==> config.mk <==
export PLATFORM = sky130hd
export DESIGN_NAME = bwdt_top
export DESIGN_NICKNAME = d
export VERILOG_FILES = /design/src/shared/bwdt_pkg.sv /design/src/shared/bwdt_cnt_if.sv /design/src/hw/bwdt_counter.sv /design/src/hw/bwdt_top.sv
export SDC_FILE = /design/constraint.sdc
export NUM_CORES = 1
export LEC_CHECK = 0
export BUFFER_PORTS_ARGS = -buffer_cell sky130_fd_sc_hd__buf_2
export CAP_MARGIN = 0
export CORE_MARGIN = 8
export CORE_UTILIZATION = 30
export DETAILED_ROUTE_END_ITERATION = 10
export PLACE_DENSITY = 0.47
export SYNTH_ARGS = -nofsm -noshare
export SYNTH_HDL_FRONTEND = slang
export SYNTH_SLANG_ARGS = --single-unit
export TNS_END_PERCENT = 1
==> constraint.sdc <==
create_clock -name CORE_CLK -period 6.2 [get_ports CORE_CLK]
set_clock_uncertainty 0.1 [all_clocks]
set_input_delay 1.24 -clock CORE_CLK [delete_from_list [all_inputs] [get_ports CORE_CLK]]
set_output_delay 1.24 -clock CORE_CLK [all_outputs]
set_load 0.02 [all_outputs]
==> src/shared/bwdt_pkg.sv <==
package bwdt_pkg;

  // ----------------------------------------------------------------
  // clock and timing
  // ----------------------------------------------------------------
  localparam int unsigned CLK_KHZ      = 50000;
  localparam int unsigned CNT_W        = 26;
  localparam int unsigned T250_MS      = 250;
  localparam int unsigned T500_MS      = 500;
  localparam int unsigned T1S_MS       = 1000;
  localparam int unsigned RST_PULSE_US = 20;

  // least times: cycles rounded up
  localparam logic [CNT_W-1:0] T250_CYC      = CNT_W'(T250_MS * CLK_KHZ);
  localparam logic [CNT_W-1:0] T500_CYC      = CNT_W'(T500_MS * CLK_KHZ);
  localparam logic [CNT_W-1:0] T1S_CYC       = CNT_W'(T1S_MS * CLK_KHZ);
  localparam logic [CNT_W-1:0] RST_PULSE_CYC = CNT_W'((RST_PULSE_US * CLK_KHZ + 999) / 1000);

  // ----------------------------------------------------------------
  // control register: address and field layout
  // ----------------------------------------------------------------
  localparam logic [31:0] WD_ADDR  = 32'hFF10_0000;
  localparam int unsigned EN_BIT   = 0;
  localparam int unsigned SEL_LSB  = 1;
  localparam int unsigned SEL_MSB  = 2;
  localparam int unsigned KICK_BIT = 3;
  localparam logic        EN_RST   = 1'h0;
  localparam logic [1:0]  SEL_RST  = 2'h0;

  // interval selection codes
  localparam logic [1:0] SEL_250MS = 2'h0;
  localparam logic [1:0] SEL_500MS = 2'h1;
  localparam logic [1:0] SEL_1S    = 2'h2;

endpackage

==> src/shared/bwdt_cnt_if.sv <==
`timescale 1ns/1ps
// ------------------------------------------------------------------
// control between the command logic and the countdown
// ------------------------------------------------------------------
interface bwdt_cnt_if #(
  parameter int unsigned W = 26
);
  logic         load;
  logic         run;
  logic [W-1:0] load_val;
  logic         expired;

  modport ctl (output load, output run, output load_val, input expired);
  modport cnt (input load, input run, input load_val, output expired);
endinterface

==> src/hw/bwdt_counter.sv <==
`timescale 1ns/1ps
module bwdt_counter #(
  parameter int unsigned W = 26
) (
  // clock and reset
  input wire logic clk,
  input wire logic rst_n,
  input wire logic ce,
  // control from command logic
  bwdt_cnt_if.cnt  c
);
  import bwdt_pkg::*;

  logic [W-1:0] count_r;
  logic [W-1:0] count_nxt;

  // ----------------------------------------------------------------
  // countdown
  // ----------------------------------------------------------------
  // load wins over decrement so a keep-alive on the last cycle still saves us
  assign count_nxt = c.load ? c.load_val - W'(1) :
                     (c.run && count_r != '0) ? count_r - W'(1) : count_r;
  assign c.expired = c.run && !c.load && (count_r == '0);

  // state register
  always_ff @(posedge clk) begin
    if (!rst_n) begin
      count_r <= '0;
    end else if (ce) begin
      count_r <= count_nxt;
    end
  end
endmodule

==> src/hw/bwdt_top.sv <==
`timescale 1ns/1ps
module bwdt_top #(
  parameter logic [bwdt_pkg::CNT_W-1:0] P250_CYC  = bwdt_pkg::T250_CYC,
  parameter logic [bwdt_pkg::CNT_W-1:0] P500_CYC  = bwdt_pkg::T500_CYC,
  parameter logic [bwdt_pkg::CNT_W-1:0] P1S_CYC   = bwdt_pkg::T1S_CYC,
  parameter logic [bwdt_pkg::CNT_W-1:0] PULSE_CYC = bwdt_pkg::RST_PULSE_CYC
) (
  // clock, reset, enable
  input  wire logic        CORE_CLK,
  input  wire logic        RST_N,
  input  wire logic        CE,
  // local processor write port
  input  wire logic [31:0] LOC_ADDR,
  input  wire logic        LOC_WR,
  input  wire logic [7:0]  LOC_WDATA,
  // board resets
  output logic             CPU_RST_N,
  output logic             PRI_PCI_RST_N,
  output logic             SEC_PCI_RST_N,
  // status
  output logic             WD_ACTIVE
);
  import bwdt_pkg::*;

  // ----------------------------------------------------------------
  // state and wires
  // ----------------------------------------------------------------
  logic             en_r;
  logic             en_nxt;
  logic [1:0]       sel_r;
  logic [1:0]       sel_nxt;
  logic             pulse_r;
  logic             pulse_nxt;
  logic [CNT_W-1:0] pulse_cnt_r;
  logic [CNT_W-1:0] pulse_cnt_nxt;
  logic             hit;
  logic             cmd_en;
  logic             cmd_kick;
  logic [1:0]       cmd_sel;
  logic             disable_cmd;
  logic             expire;
  logic             pulse_done;

  bwdt_cnt_if #(.W(CNT_W)) cif ();

  // ----------------------------------------------------------------
  // interval decode
  // ----------------------------------------------------------------
  // unused code 3 falls back to the longest interval, the safest choice
  function automatic logic [CNT_W-1:0] period_cyc(input logic [1:0] s);
    logic [CNT_W-1:0] v;
    v = P1S_CYC;
    case (s)
      SEL_250MS: v = P250_CYC;
      SEL_500MS: v = P500_CYC;
      SEL_1S:    v = P1S_CYC;
      default:   v = P1S_CYC;
    endcase
    return v;
  endfunction

  // ----------------------------------------------------------------
  // address decode and command fields
  // ----------------------------------------------------------------
  // full 32-bit compare; partial decode would alias onto other devices
  assign hit         = LOC_WR && (LOC_ADDR == WD_ADDR);
  assign cmd_en      = LOC_WDATA[EN_BIT];
  assign cmd_kick    = LOC_WDATA[KICK_BIT];
  assign cmd_sel     = LOC_WDATA[SEL_MSB:SEL_LSB];
  assign disable_cmd = hit && !cmd_en;

  // ----------------------------------------------------------------
  // countdown control
  // ----------------------------------------------------------------
  // load on first enable or on keep-alive, always from the fresh selection
  assign cif.load     = hit && cmd_en && (!en_r || cmd_kick);
  assign cif.load_val = period_cyc(sel_nxt);
  assign cif.run      = en_r && !pulse_r;

  // ----------------------------------------------------------------
  // expiry and reset pulse
  // ----------------------------------------------------------------
  assign expire     = cif.expired && en_r && !pulse_r;
  assign pulse_done = pulse_r && (pulse_cnt_r == '0);

  // a disable write wins over everything, even a pulse in progress
  assign en_nxt        = hit ? cmd_en : (pulse_done ? 1'h0 : en_r);
  assign sel_nxt       = hit ? cmd_sel : sel_r;
  assign pulse_nxt     = disable_cmd ? 1'h0 :
                         expire      ? 1'h1 :
                         pulse_done  ? 1'h0 : pulse_r;
  assign pulse_cnt_nxt = expire ? PULSE_CYC - CNT_W'(1) :
                         (pulse_r && pulse_cnt_r != '0) ? pulse_cnt_r - CNT_W'(1) : pulse_cnt_r;

  // control registers
  always_ff @(posedge CORE_CLK) begin
    if (!RST_N) begin
      en_r        <= EN_RST;
      sel_r       <= SEL_RST;
      pulse_r     <= 1'h0;
      pulse_cnt_r <= '0;
    end else if (CE) begin
      en_r        <= en_nxt;
      sel_r       <= sel_nxt;
      pulse_r     <= pulse_nxt;
      pulse_cnt_r <= pulse_cnt_nxt;
    end
  end

  // one pulse drives all three resets so they can never skew apart
  assign CPU_RST_N     = !pulse_r;
  assign PRI_PCI_RST_N = !pulse_r;
  assign SEC_PCI_RST_N = !pulse_r;
  assign WD_ACTIVE     = en_r;

  // ----------------------------------------------------------------
  // countdown instance
  // ----------------------------------------------------------------
  bwdt_counter #(
    .W     (CNT_W)
  ) u_counter (
    .clk   (CORE_CLK),
    .rst_n (RST_N),
    .ce    (CE),
    .c     (cif.cnt)
  );
endmodule

==> impl_results.md, run 1 <==
- Mapped Cells: roughly 410
- Area leader, netlist: dfxtp_1
- Clock Pin Slew Worst Setup and Hold Paths: 70 ps
- Hold Crit Class: flop to flop
- Via density: about 5.7
- Largest net degree at the start of global routing: 40
- Most frequent cell after synthesis: dfxtp_1
- Starting Density: just over 30%
- Critical-path cell list: buf_2 -> nor4_1 -> nand4_1 -> or4_1 -> buf_4 -> nand2_1 -> ha_1 -> nand3_1 -> or4_1 -> or4_1 -> a21o_1 -> a21oi_1
- Final nets: ~500
- Critical path class: input pin to flop
- Worst EP arrival: around 5000 ps
- Count of cell types in the netlist: 60
- CTS Hold Bufs: 0
- CTS tree: yes
- Port bufs: 43
- Fin. max-slew vios: 0
- Setup-failing EPs final: 0
- Final Cycle Share: ~77%
- Worst path max stage delay: around 630 ps
- # resized after CTS: 0
- Syn Nets: approximately 460
- Non-filler instance count after layout: around 590
- Number of fill cells in the layout: about 1200
- Remaining antenna violation count: 0
- Yosys reg bits: 54
- Syn_area_per_cell: 8.210 µm²
- Number of global-route vias before repair: around 3300
- Placed cells: 577
- Number of CTS-inserted buffers: 5
- Die extent in y: between 100 and 150 µm
- CTS sink cnt: 54
- Place WS: 1167 ps
- Synthesized area: between 0.003 and 0.004 mm²
- Final worst-path setup slack: around 1500 ps
- Chip Width: between 100 and 150 µm
- Iter 0 DRT Violations: about 190
- Worst skew pair latency: approximately 300 ps
- Critical-path top delay cell: or4_1
- Core footprint: around 0.011 mm²
- H-Tree Depth: 2
- CTS root buffer: clkbuf_16
- TNS Setup: 0 ps
- Worst VDD drop: 0.1165 mV
- Initial antenna violation count: 0
- Max-cap violations: 0
- Worst path most repeated cell: or4_1
- Setup bufs post-CTS: 0
- Routed wire length: between 9 and 10 mm
- Top cells by count, synth: dfxtp_1 (54), nor2_1 (41), a21oi_1 (38)
- Share of layout cells above drive strength 1: 18.78%
- Grt ovf: 0
- Unrepaired setup endpoints after global routing: false
- Max Root-Sink Buffers: 2
- Area contributors post-synth: dfxtp_1 (32%), a21oi_1 (5.6%), or4_1 (4.6%)
- Top fanout value on the critical path: 26
- Ports: 48
- Die ar.: between 0.01 and 0.015 mm²
- Vias post-DR: about 3300
- Slew HR: roughly a third
- Diode count: 0
- Placer Congestion: approximately 0.77
- Leakage power: around 1.5 nW
- PwrDens: approximately 180 mW/mm²
- Avg WL per Cell: approximately 17 µm
- DP Wirelength: 6.856 mm
- Crit. End Element: flop
- Syn. warnings: 0
- Ys async rst share: 0%
- First-pass GRT wire length: around 16 mm
- Row count: 39
- DR DRC count: 0
- Clock period minus worst slack: 4749 ps
- Final hold viol count: 0
- Status: finished clean
- Synth-to-Final Area Change: 13.39%
- Top cell type's share of synthesized area: a little under a third
- Worst path required time: around 6300 ps
- EDFF count, synth: 0
- Slew @ Worst Pin: between 900 and 1000 ps
- Setup crit start kind: input pin
- Main synth FF type: dfxtp_1
- FMAX: 210.6 MHz
- Post-synthesis sequential area ratio: 31.88%
- Drt pass-1 iters: 4
- Total GRT Usage: a little over an eighth
-- where the power goes --
group	switching [mW]	internal [mW]
clock	0.136	0.173
sequential	0.0000000000176	0.346
combinational	0.0213	0.0129
total	0.158	0.532
-- stage by stage --
step                total power [mW]  hold WS (ps)  area (µm²)  utilization, %
floorplan                     0.3706         349.0        3391               -
global placement              0.3884         364.9        3684           32.82
detailed placement            0.3891         371.6        3684           32.82
CTS                           0.6984         384.7        3845           34.26
global route                  0.7156         409.7        3845           34.26
finish                        0.6900         380.1        3845           34.26
-- placed cells by master, fill, tap and decap left out, types with 4 or more instances in the layout --
cell,count
nor3_1,21
or3_1,12
nand2b_1,5
nor4_1,16
or2_2,4
a211oi_1,7
nand3_1,10
buf_2,43
o211a_1,4
a21oi_1,38
o31ai_1,12
or4_1,21
clkbuf_16,5
nand4b_1,5
nand2_1,17
o41ai_1,4
o221a_2,5
a31oi_1,6
nor2_1,41
nand4_1,5
dfxtp_1,54
o21ai_0,24
nor4_4,4
inv_1,9
nor4b_1,4
o31a_1,8
a311oi_1,6
a21o_1,4
buf_4,4
-- path summary, 6_finish.rpt --
kind                    from  cells past startpoint  slack [ps]               endpoint
min          pulse_cnt_r[20]                      2         380        pulse_cnt_r[20]
max reg2reg        WD_ACTIVE                     11        2620  u_counter.count_r[18]
max              LOC_ADDR[4]                     12        1450  u_counter.count_r[18]
min reg2reg  pulse_cnt_r[20]                      2         380        pulse_cnt_r[20]
-- cell families after synthesis --
group / Yosys count / synth area share (%)
simple gates: 185 / 33.65
compound gates: 133 / 27.45
flops: 54 / 31.88
buf+inv: 36 / 5.387
mux: 3 / 0.8856
fa+ha+maj: 2 / 0.7379
-- state kept, by name (all words and copies together), names as in the netlist --
signal and flops:
pulse_cnt_r 26, u_counter.count_r 26, pulse_r 1, WD_ACTIVE 1
-- critical path: cells and delay by family --
family | cells | cell delay [ps]
adder cells (fa/ha/maj) | 1 | 300
AND/OR/NAND/NOR | 7 | 2650
AO/OA/AOI/OAI | 2 | 320
buffers and inverters | 2 | 330
-- per-layer routing --
metal	share of wire, %	GRT usage, %
met1	51	18.45
met2	43	21.18
met3	4.8	2.622
met4	1.1	3.275
met5	0	0
-- final cells by class --
cell class / instances / area, µm² / share of cell area (%)
clock buffer: 7 / 152.6 / 3.970
sequential: 54 / 1081 / 28.12
inverter: 10 / 37.54 / 0.9762
tap: 143 / 178.9 / 4.653
timing repair buffer: 47 / 245.2 / 6.378
multi-input combinational: 323 / 2141 / 55.68
clock inverter: 1 / 8.758 / 0.2278
(Power assumes the default switching activity.)
==> run 2, diff against run 1 <==
--- a/config.mk
+++ b/config.mk
@@ -5,6 +5,7 @@
 export SDC_FILE = /design/constraint.sdc
 export NUM_CORES = 1
 export LEC_CHECK = 0
+export ABC_AREA = 1
 export BUFFER_PORTS_ARGS = -buffer_cell sky130_fd_sc_hd__buf_2
 export CAP_MARGIN = 0
 export CORE_MARGIN = 8
==> constraint.sdc (replaced) <==
create_clock -name CORE_CLK -period 4.95 [get_ports CORE_CLK]
set_clock_uncertainty 0.1 [all_clocks]
set_input_delay 0.99 -clock CORE_CLK [delete_from_list [all_inputs] [get_ports CORE_CLK]]
set_output_delay 0.99 -clock CORE_CLK [all_outputs]
set_load 0.02 [all_outputs]
==> impl_results.md, run 2 <==
- Core footprint: 0.01367 mm² (was 0.01122 mm²)
- Int Pwr: 0.6632 mW (was 0.5324 mW)
- Sw frac: 25.04% (was 22.83%)
- Combinational share of power: 5.9% (was 5.0%)
- Critical-path cell list: buf_2 -> nor2_1 -> nand2_1 -> nor2_1 -> nand2_1 -> nor2_4 -> nand4_4 -> buf_4 -> nand2_1 -> ha_1 -> nand2_2 -> nor2_1 -> nand2_1 -> nor2_1 -> nand3_1 -> nor2_1 -> nor3b_2 (was buf_2 -> nor4_1 -> nand4_1 -> or4_1 -> buf_4 -> nand2_1 -> ha_1 -> nand3_1 -> or4_1 -> or4_1 -> a21o_1 -> a21oi_1)
- Diode count: 0 (unchanged)
- Leakage power: 2.333 nW (was 1.461 nW)
- Number of fill cells in the layout: 1530 (was 1224)
- Main synth FF type: dfxtp_1 (unchanged)
- Clock Power Share: 43.1% (was 44.8%)
- Top fanout value on the critical path: 19 (was 26)
- DR WL met3: 513 µm (was 473 µm)
- Ys async rst share: 0% (unchanged)
- DR DRC count: 0 (unchanged)
- Ports: 48 (unchanged)
- Fin. max-slew vios: 0 (unchanged)
- First-pass GRT wire length: 19.73 mm (was 16.39 mm)
- Syn_area_per_cell: 6.045 µm² (was 8.210 µm²)
- Hold Path End: pulse_cnt_r[18] (was pulse_cnt_r[20])
- Via density: 4.745 (was 5.713)
- WL met1: 5.582 mm (was 5.019 mm)
- Clock Pin Slew Worst Setup and Hold Paths: 90 ps (was 70 ps)
- PwrDens: 191.0 mW/mm² (was 179.4 mW/mm²)
- DP Area: 0.004481 mm² (was 0.003684 mm²)
- EDFF count, synth: 0 (unchanged)
- Hold Crit Class: flop to flop (unchanged)
- Area contributors post-synth: dfxtp_1 (27%), nand2_1 (13%), nor2_1 (9.8%) (was dfxtp_1 (32%), a21oi_1 (5.6%), or4_1 (4.6%))
- Number of global-route vias before repair: 4149 (was 3252)
- Setup bufs post-CTS: 0 (unchanged)
- Worst VDD drop: 0.1504 mV (was 0.1165 mV)
- Most frequent cell after synthesis: nand2_1 (was dfxtp_1)
- Die ar.: 0.01773 mm² (was 0.01496 mm²)
- Reg2reg end: pulse_cnt_r[2] (was u_counter.count_r[18])
- TNS Setup: 0 ps (unchanged)
- Synth-to-Final Area Change: 12.55% (was 13.39%)
- Drt pass-1 iters: 4 (unchanged)
- Share of layout cells above drive strength 1: 14.50% (was 18.78%)
- Met2 wire length: 5.222 mm (was 4.237 mm)
- Slew HR: 42.04% (was 34.15%)
- Area leader, netlist: dfxtp_1 (unchanged)
- Worst path max stage delay: 290 ps (was 630 ps)
- Remaining antenna violation count: 0 (unchanged)
- Unrepaired setup endpoints after global routing: false (unchanged)
- NetSw: 0.2215 mW (was 0.1575 mW)
- DP Wirelength: 8.924 mm (was 6.856 mm)
- Starting Density: 30.12% (was 30.21%)
- Setup crit start kind: input pin (unchanged)
- Setup-failing EPs final: 0 (unchanged)
- FMAX: ~300 MHz
- Hold Startpoint: pulse_cnt_r[18] (was pulse_cnt_r[20])
- Iter 0 DRT Violations: 261 (was 193)
- Grt ovf: 0 (unchanged)
- Syn Nets: 727 (was 459)
- Die extent in y: 133.1 µm (was 122.3 µm)
- Number of CTS-inserted buffers: 5 (unchanged)
- Final Cycle Share: about two thirds
- Placer Congestion: 0.8515 (was 0.7667)
- Vias post-DR: 4256 (was 3342)
- Placed cells: 889 (was 577)
- Initial antenna violation count: 0 (unchanged)
- Total GRT Usage: 13.24% (was 13.44%)
- Fin area: 0.004633 mm² (was 0.003845 mm²)
- Max-cap violations: 0 (unchanged)
- Top cells by count, synth: nand2_1 (143), nor2_1 (108), inv_1 (99) (was dfxtp_1 (54), nor2_1 (41), a21oi_1 (38))
- H-Tree Depth: 2 (unchanged)
- Worst skew pair latency: 310 ps (was 300 ps)
- Mapped Cells: 681 (was 413)
- Power Total: 0.8847 mW (was 0.6900 mW)
- Hold_ws: 385.5 ps (was 380.1 ps)
- Largest net degree at the start of global routing: 24 (was 40)
- Count of cell types in the netlist: 39 (was 60)
- Chip Width: 133.1 µm (was 122.3 µm)
- Status: finished clean (unchanged)
- Final hold viol count: 0 (unchanged)
- Worst path most repeated cell: nor2_1 (was or4_1)
- Hold path depth: 1 (was 2)
- CTS Hold Bufs: 0 (unchanged)
- CTS tree: yes (unchanged)
- Worst EP arrival: 3400 ps (was 4860 ps)
- Final nets: 762 (was 487)
- Largest registers: pulse_cnt_r: 26 flops, u_counter.count_r: 26 flops, sel_r: 2 flops (was pulse_cnt_r: 26 flops, u_counter.count_r: 26 flops)
- Post-synthesis sequential area ratio: 27.23% (was 31.88%)
- Highest-count cells in the layout ignoring fill and taps: nand2_1 (143), nor2_1 (108), inv_1 (99), dfxtp_1 (56), nand3_1 (56) (was dfxtp_1 (54), buf_2 (43), nor2_1 (41), a21oi_1 (38), o21ai_0 (24))
- CTS sink cnt: 56 (was 54)
- CTS root buffer: clkbuf_16 (unchanged)
- Crit. End Element: flop (unchanged)
- Worst path required time: 5010 ps (was 6310 ps)
- Top cell type's share of synthesized area: 27.23% (was 31.88%)
- Critical path class: input pin to flop (unchanged)
- FF-to-FF setup slack: 2070 ps (was 2620 ps)
- Avg WL per Cell: 12.72 µm (was 16.82 µm)
- Seq pwr share: 51.0% (was 50.2%)
- # resized after CTS: 0 (unchanged)
- Yosys reg bits: 56 (was 54)
- Critical-path top delay cell: buf_4 (was or4_1)
- Syn. warnings: 0 (unchanged)
- Worst r2r path cells: 11 (unchanged)
- Synthesized area: 0.004116 mm² (was 0.003391 mm²)
- Row count: 43 (was 39)
- Routed wire length: 11.41 mm (was 9.838 mm)
- Clock period minus worst slack: 3341 ps
- Port bufs: 43 (unchanged)
- Max Root-Sink Buffers: 2 (unchanged)
- FF-to-FF Start: u_counter.count_r[20] (was WD_ACTIVE)
- Non-filler instance count after layout: 897 (was 585)
- Most common cell after layout, fill and taps aside: nand2_1 (was dfxtp_1)
- Top routing layer used: met4 (unchanged)
- Slew @ Worst Pin: 868.4 ps (was 987.8 ps)
-- run 2: cell types whose count changed after synthesis, sizes merged, moves of 14 or more --
| cell | before | now |
|---|---|---|
| inv | 9 | 106 |
| nand2 | 17 | 153 |
| nand3 | 10 | 63 |
| nand4 | 5 | 19 |
| nor2 | 41 | 123 |
| or4 | 23 | 0 |
-- run 2: how the worst max path moves through the flow --
stage / end / startpoint / slack (ps) / depth (start not counted)
2_1_floorplan: u_counter.count_r[12] / LOC_ADDR[19] / 1870 / 17
3_3_place_gp: u_counter.count_r[12] / LOC_ADDR[19] / 1260 / 17
3_5_place_dp: u_counter.count_r[12] / LOC_ADDR[0] / 1250 / 17
4_1_cts: u_counter.count_r[12] / LOC_ADDR[0] / 1570 / 17
5_1_grt: u_counter.count_r[20] / LOC_ADDR[2] / 1250 / 18
6_report: u_counter.count_r[12] / LOC_ADDR[0] / 1610 / 17
-- run 2: cell families (layout without fill, tap and decap cells) --
| group | after synthesis | after routing | share of synthesized area [%] |
|---|---|---|---|
| AOI/OAI and AO/OA | 87 | 87 | 11.43 |
| xor gates and xnor gates | 6 | 6 | 1.277 |
| adders and majority gates | 2 | 2 | 0.6078 |
| buffers and inverters | 124 | 160 | 12.07 |
| DFF | 56 | 56 | 27.23 |
| and+or+nand+nor | 406 | 406 | 47.39 |
-- run 2: layout make-up --
| class | count | area (µm²) | share of cell area [%] |
|---|---|---|---|
| inverter | 106 | 397.9 | 8.588 |
| clock inverter | 3 | 27.53 | 0.5941 |
| multi-input combinational | 501 | 2499 | 53.93 |
| timing repair buffer | 46 | 237.7 | 5.131 |
| tap | 180 | 225.2 | 4.861 |
| sequential | 56 | 1121 | 24.20 |
| clock buffer | 5 | 125.1 | 2.701 |
-- run 2: worst max-delay path: cells and delay by family --
kind	cells	cell delay, ps
adders and majority gates	1	190
and+or+nand+nor	14	1810
buffers and inverters	2	400
-- run 2: routing by layer --
metal / GRT usage, % / vias up
met5: 0 / -
met4: 3.306 / 0
met3: 2.372 / 6
met2: 21.64 / 62
met1: 17.62 / 1923
li1: - / 2265
-- run 2: stage by stage --
step                worst slack, ps  utilization [%]
floorplan                      1866                -
global placement               1262            32.79
detailed placement             1251            32.79
CTS                            1566            33.90
global route                   1254            33.90
finish                         1609            33.90
-- run 2: power groups by stage --
stage,clock network (mW),registers (mW),logic [mW]
2_1_floorplan,0,0.462,0.0258
3_3_place_gp,0,0.462,0.0524
3_5_place_dp,0,0.462,0.0533
4_1_cts,0.400,0.452,0.0533
5_1_grt,0.415,0.452,0.0596
6_report,0.381,0.452,0.0522
==> run 3, diff against run 2 <==
--- a/config.mk
+++ b/config.mk
@@ -5,7 +5,7 @@
 export SDC_FILE = /design/constraint.sdc
 export NUM_CORES = 1
 export LEC_CHECK = 0
-export ABC_AREA = 1
+export ABC_AREA = 0
 export BUFFER_PORTS_ARGS = -buffer_cell sky130_fd_sc_hd__buf_2
 export CAP_MARGIN = 0
 export CORE_MARGIN = 8
==> constraint.sdc (replaced) <==
create_clock -name CORE_CLK -period 3.35 [get_ports CORE_CLK]
set_clock_uncertainty 0.1 [all_clocks]
set_input_delay 0.67 -clock CORE_CLK [delete_from_list [all_inputs] [get_ports CORE_CLK]]
set_output_delay 0.67 -clock CORE_CLK [all_outputs]
set_load 0.02 [all_outputs]
==> impl_results.md, run 3 (synthesized netlist as in run 1, its figures left out) <==
- Chip Width: 122.3 µm (was 133.1 µm)
- Worst r2r path cells: 7 (was 11)
- PwrDens: 331.4 mW/mm² (was 191.0 mW/mm²)
- DP Wirelength: 7.364 mm (was 8.924 mm)
- Crit. End Element: flop (unchanged)
- H-Tree Depth: 2 (unchanged)
- Worst setup path end: u_counter.count_r[18] (was u_counter.count_r[12])
- Setup bufs post-CTS: 0 (unchanged)
- Final hold viol count: 0 (unchanged)
- GR met3 Demand/Resource: 4.002% (was 2.372%)
- Placer Congestion: 0.7703 (was 0.8515)
- Die extent in y: 122.3 µm (was 133.1 µm)
- Most common cell after layout, fill and taps aside: dfxtp_1 (was nand2_1)
- DR DRC count: 0 (unchanged)
- Final nets: 510 (was 762)
- Ports: 48 (unchanged)
- Diode count: 0 (unchanged)
- Vias post-DR: 3488 (was 4256)
- Unrepaired setup endpoints after global routing: false (unchanged)
- Routed wire length: 10.07 mm (was 11.41 mm)
- Layout Utilization: 36.39% (was 33.90%)
- Synth-to-Final Area Change: 20.44% (was 12.55%)
- FMAX: roughly 310 MHz
- CTS tree: yes (unchanged)
- Iter 0 DRT Violations: 225 (was 261)
- Starting Density: 30.21% (was 30.12%)
- Clock Pin Slew Worst Setup and Hold Paths: 70 ps (was 90 ps)
- Top fanout value on the critical path: 3 (was 19)
- Reg2reg end: u_counter.count_r[17] (was pulse_cnt_r[2])
- Highest-count cells in the layout ignoring fill and taps: dfxtp_1 (54), buf_2 (43), nor2_1 (41), a21oi_1 (38), buf_4 (25) (was nand2_1 (143), nor2_1 (108), inv_1 (99), dfxtp_1 (56), nand3_1 (56))
- Core footprint: 0.01122 mm² (was 0.01367 mm²)
- Fin. max-slew vios: 0 (unchanged)
- Slew @ Worst Pin: 1305 ps (was 868.4 ps)
- Clock period minus worst slack: approximately 3200 ps
- Max Root-Sink Buffers: 2 (unchanged)
- Fin area: 0.004084 mm² (was 0.004633 mm²)
- Worst EP arrival: 3350 ps (was 3400 ps)
- Status: finished clean (unchanged)
- CTS Hold Bufs: 0 (unchanged)
- Drt pass-1 iters: 4 (unchanged)
- GR met1 Demand/Resource: 17.98% (was 17.62%)
- Final Cycle Share: 95.90%
- Number of CTS-inserted buffers: 5 (unchanged)
- Port bufs: 43 (unchanged)
- FF-to-FF setup slack: 430 ps (was 2070 ps)
- FF-to-FF Start: u_counter.count_r[17] (was u_counter.count_r[20])
- Remaining antenna violation count: 0 (unchanged)
- GRT busiest layer: met2 (unchanged)
- GR met2 Demand/Resource: 21.42% (was 21.64%)
- Share of layout cells above drive strength 1: 23.87% (was 14.50%)
- Setup crit start kind: input pin (unchanged)
- Worst skew pair latency: 310 ps (about the same)
- Avg WL per Cell: 16.57 µm (was 12.72 µm)
- Hold Crit Class: flop to flop (unchanged)
- Number of global-route vias before repair: 3313 (was 4149)
- First-pass GRT wire length: 16.67 mm (was 19.73 mm)
- Hold_ws: 383.1 ps (was 385.5 ps)
- Critical path class: input pin to flop (unchanged)
- DP Area: 0.003895 mm² (was 0.004481 mm²)
- # resized after CTS: 0 (unchanged)
- Slew HR: 12.33% (was 42.04%)
- Largest registers: pulse_cnt_r: 26 flops, u_counter.count_r: 26 flops (was pulse_cnt_r: 26 flops, u_counter.count_r: 26 flops, sel_r: 2 flops)
- Setup crit start: LOC_ADDR[3] (was LOC_ADDR[0])
- Grt ovf: 0 (unchanged)
- Worst VDD drop: 0.1867 mV (was 0.1504 mV)
- Via density: 5.737 (was 4.745)
- Initial antenna violation count: 0 (unchanged)
- Total GRT Usage: 13.90% (was 13.24%)
- Max-cap violations: 0 (unchanged)
- CTS root buffer: clkbuf_16 (unchanged)
- Largest net degree at the start of global routing: 25 (was 24)
- Row count: 39 (was 43)
- CTS sink cnt: 54 (was 56)
- Leakage power: 1.600 nW (was 2.333 nW)
- Die ar.: 0.01496 mm² (was 0.01773 mm²)
- Setup-failing EPs final: 0 (unchanged)
- Worst path required time: 3490 ps (was 5010 ps)
-- run 3: layout make-up --
class	instances	area (µm²)
well taps	143	178.9
inverters	10	37.54
repair buffers	70	442.9
clock buffers	6	138.9
fillers	1178	7139
multi-input cells	323	2166
flip-flops and latches	54	1081
clock inverters	2	38.79
-- run 3: layer usage --
metal  vias up  wire length, µm
li1       1722                -
met2        69             4493
met3        14              496
met1      1683             4899
met5         -                0
met4         0              182
-- run 3: worst max-delay path: stages --
cell and delay, ps:
buf_2 100, nor4b_2 300, nand3_1 130, or4_1 570
nand2_1 110, ha_2 180, nand3_2 90, or4_1 440
or4_1 430, a21o_1 190, a21oi_1 130
-- run 3: per-stage QoR --
step | TNS (ps) | power [mW] | worst slack [ps] | cells
global placement | -589.8 | 0.7232 | -176.0 | 600
detailed placement | -717.5 | 0.7240 | -200.3 | 600
CTS | 0 | 1.378 | 107.4 | 608
global route | 0 | 1.407 | 17.38 | 608
floorplan | -1049 | 0.6862 | -399.2 | 413
finish | 0 | 1.353 | 137.4 | 608
-- run 3: worst min path at each step --
stage	startpoint	to	slack (ps)	cells past startpoint
after global routing	u_counter.count_r[24]	u_counter.count_r[24]	390	2
final	u_counter.count_r[24]	u_counter.count_r[24]	380	2
after floorplan	pulse_cnt_r[24]	pulse_cnt_r[24]	350	2
after CTS	u_counter.count_r[24]	u_counter.count_r[24]	380	2
after global placement	pulse_cnt_r[11]	pulse_cnt_r[11]	370	2
after detailed placement	u_counter.count_r[24]	u_counter.count_r[24]	370	2
-- run 3: power breakdown --
part	switching, mW	total, mW	internal [mW]
Sequential	0.0000000000319	0.641	0.641
Combinational	0.0402	0.0675	0.0274
Clock	0.268	0.645	0.377
Total	0.308	1.35	1.05
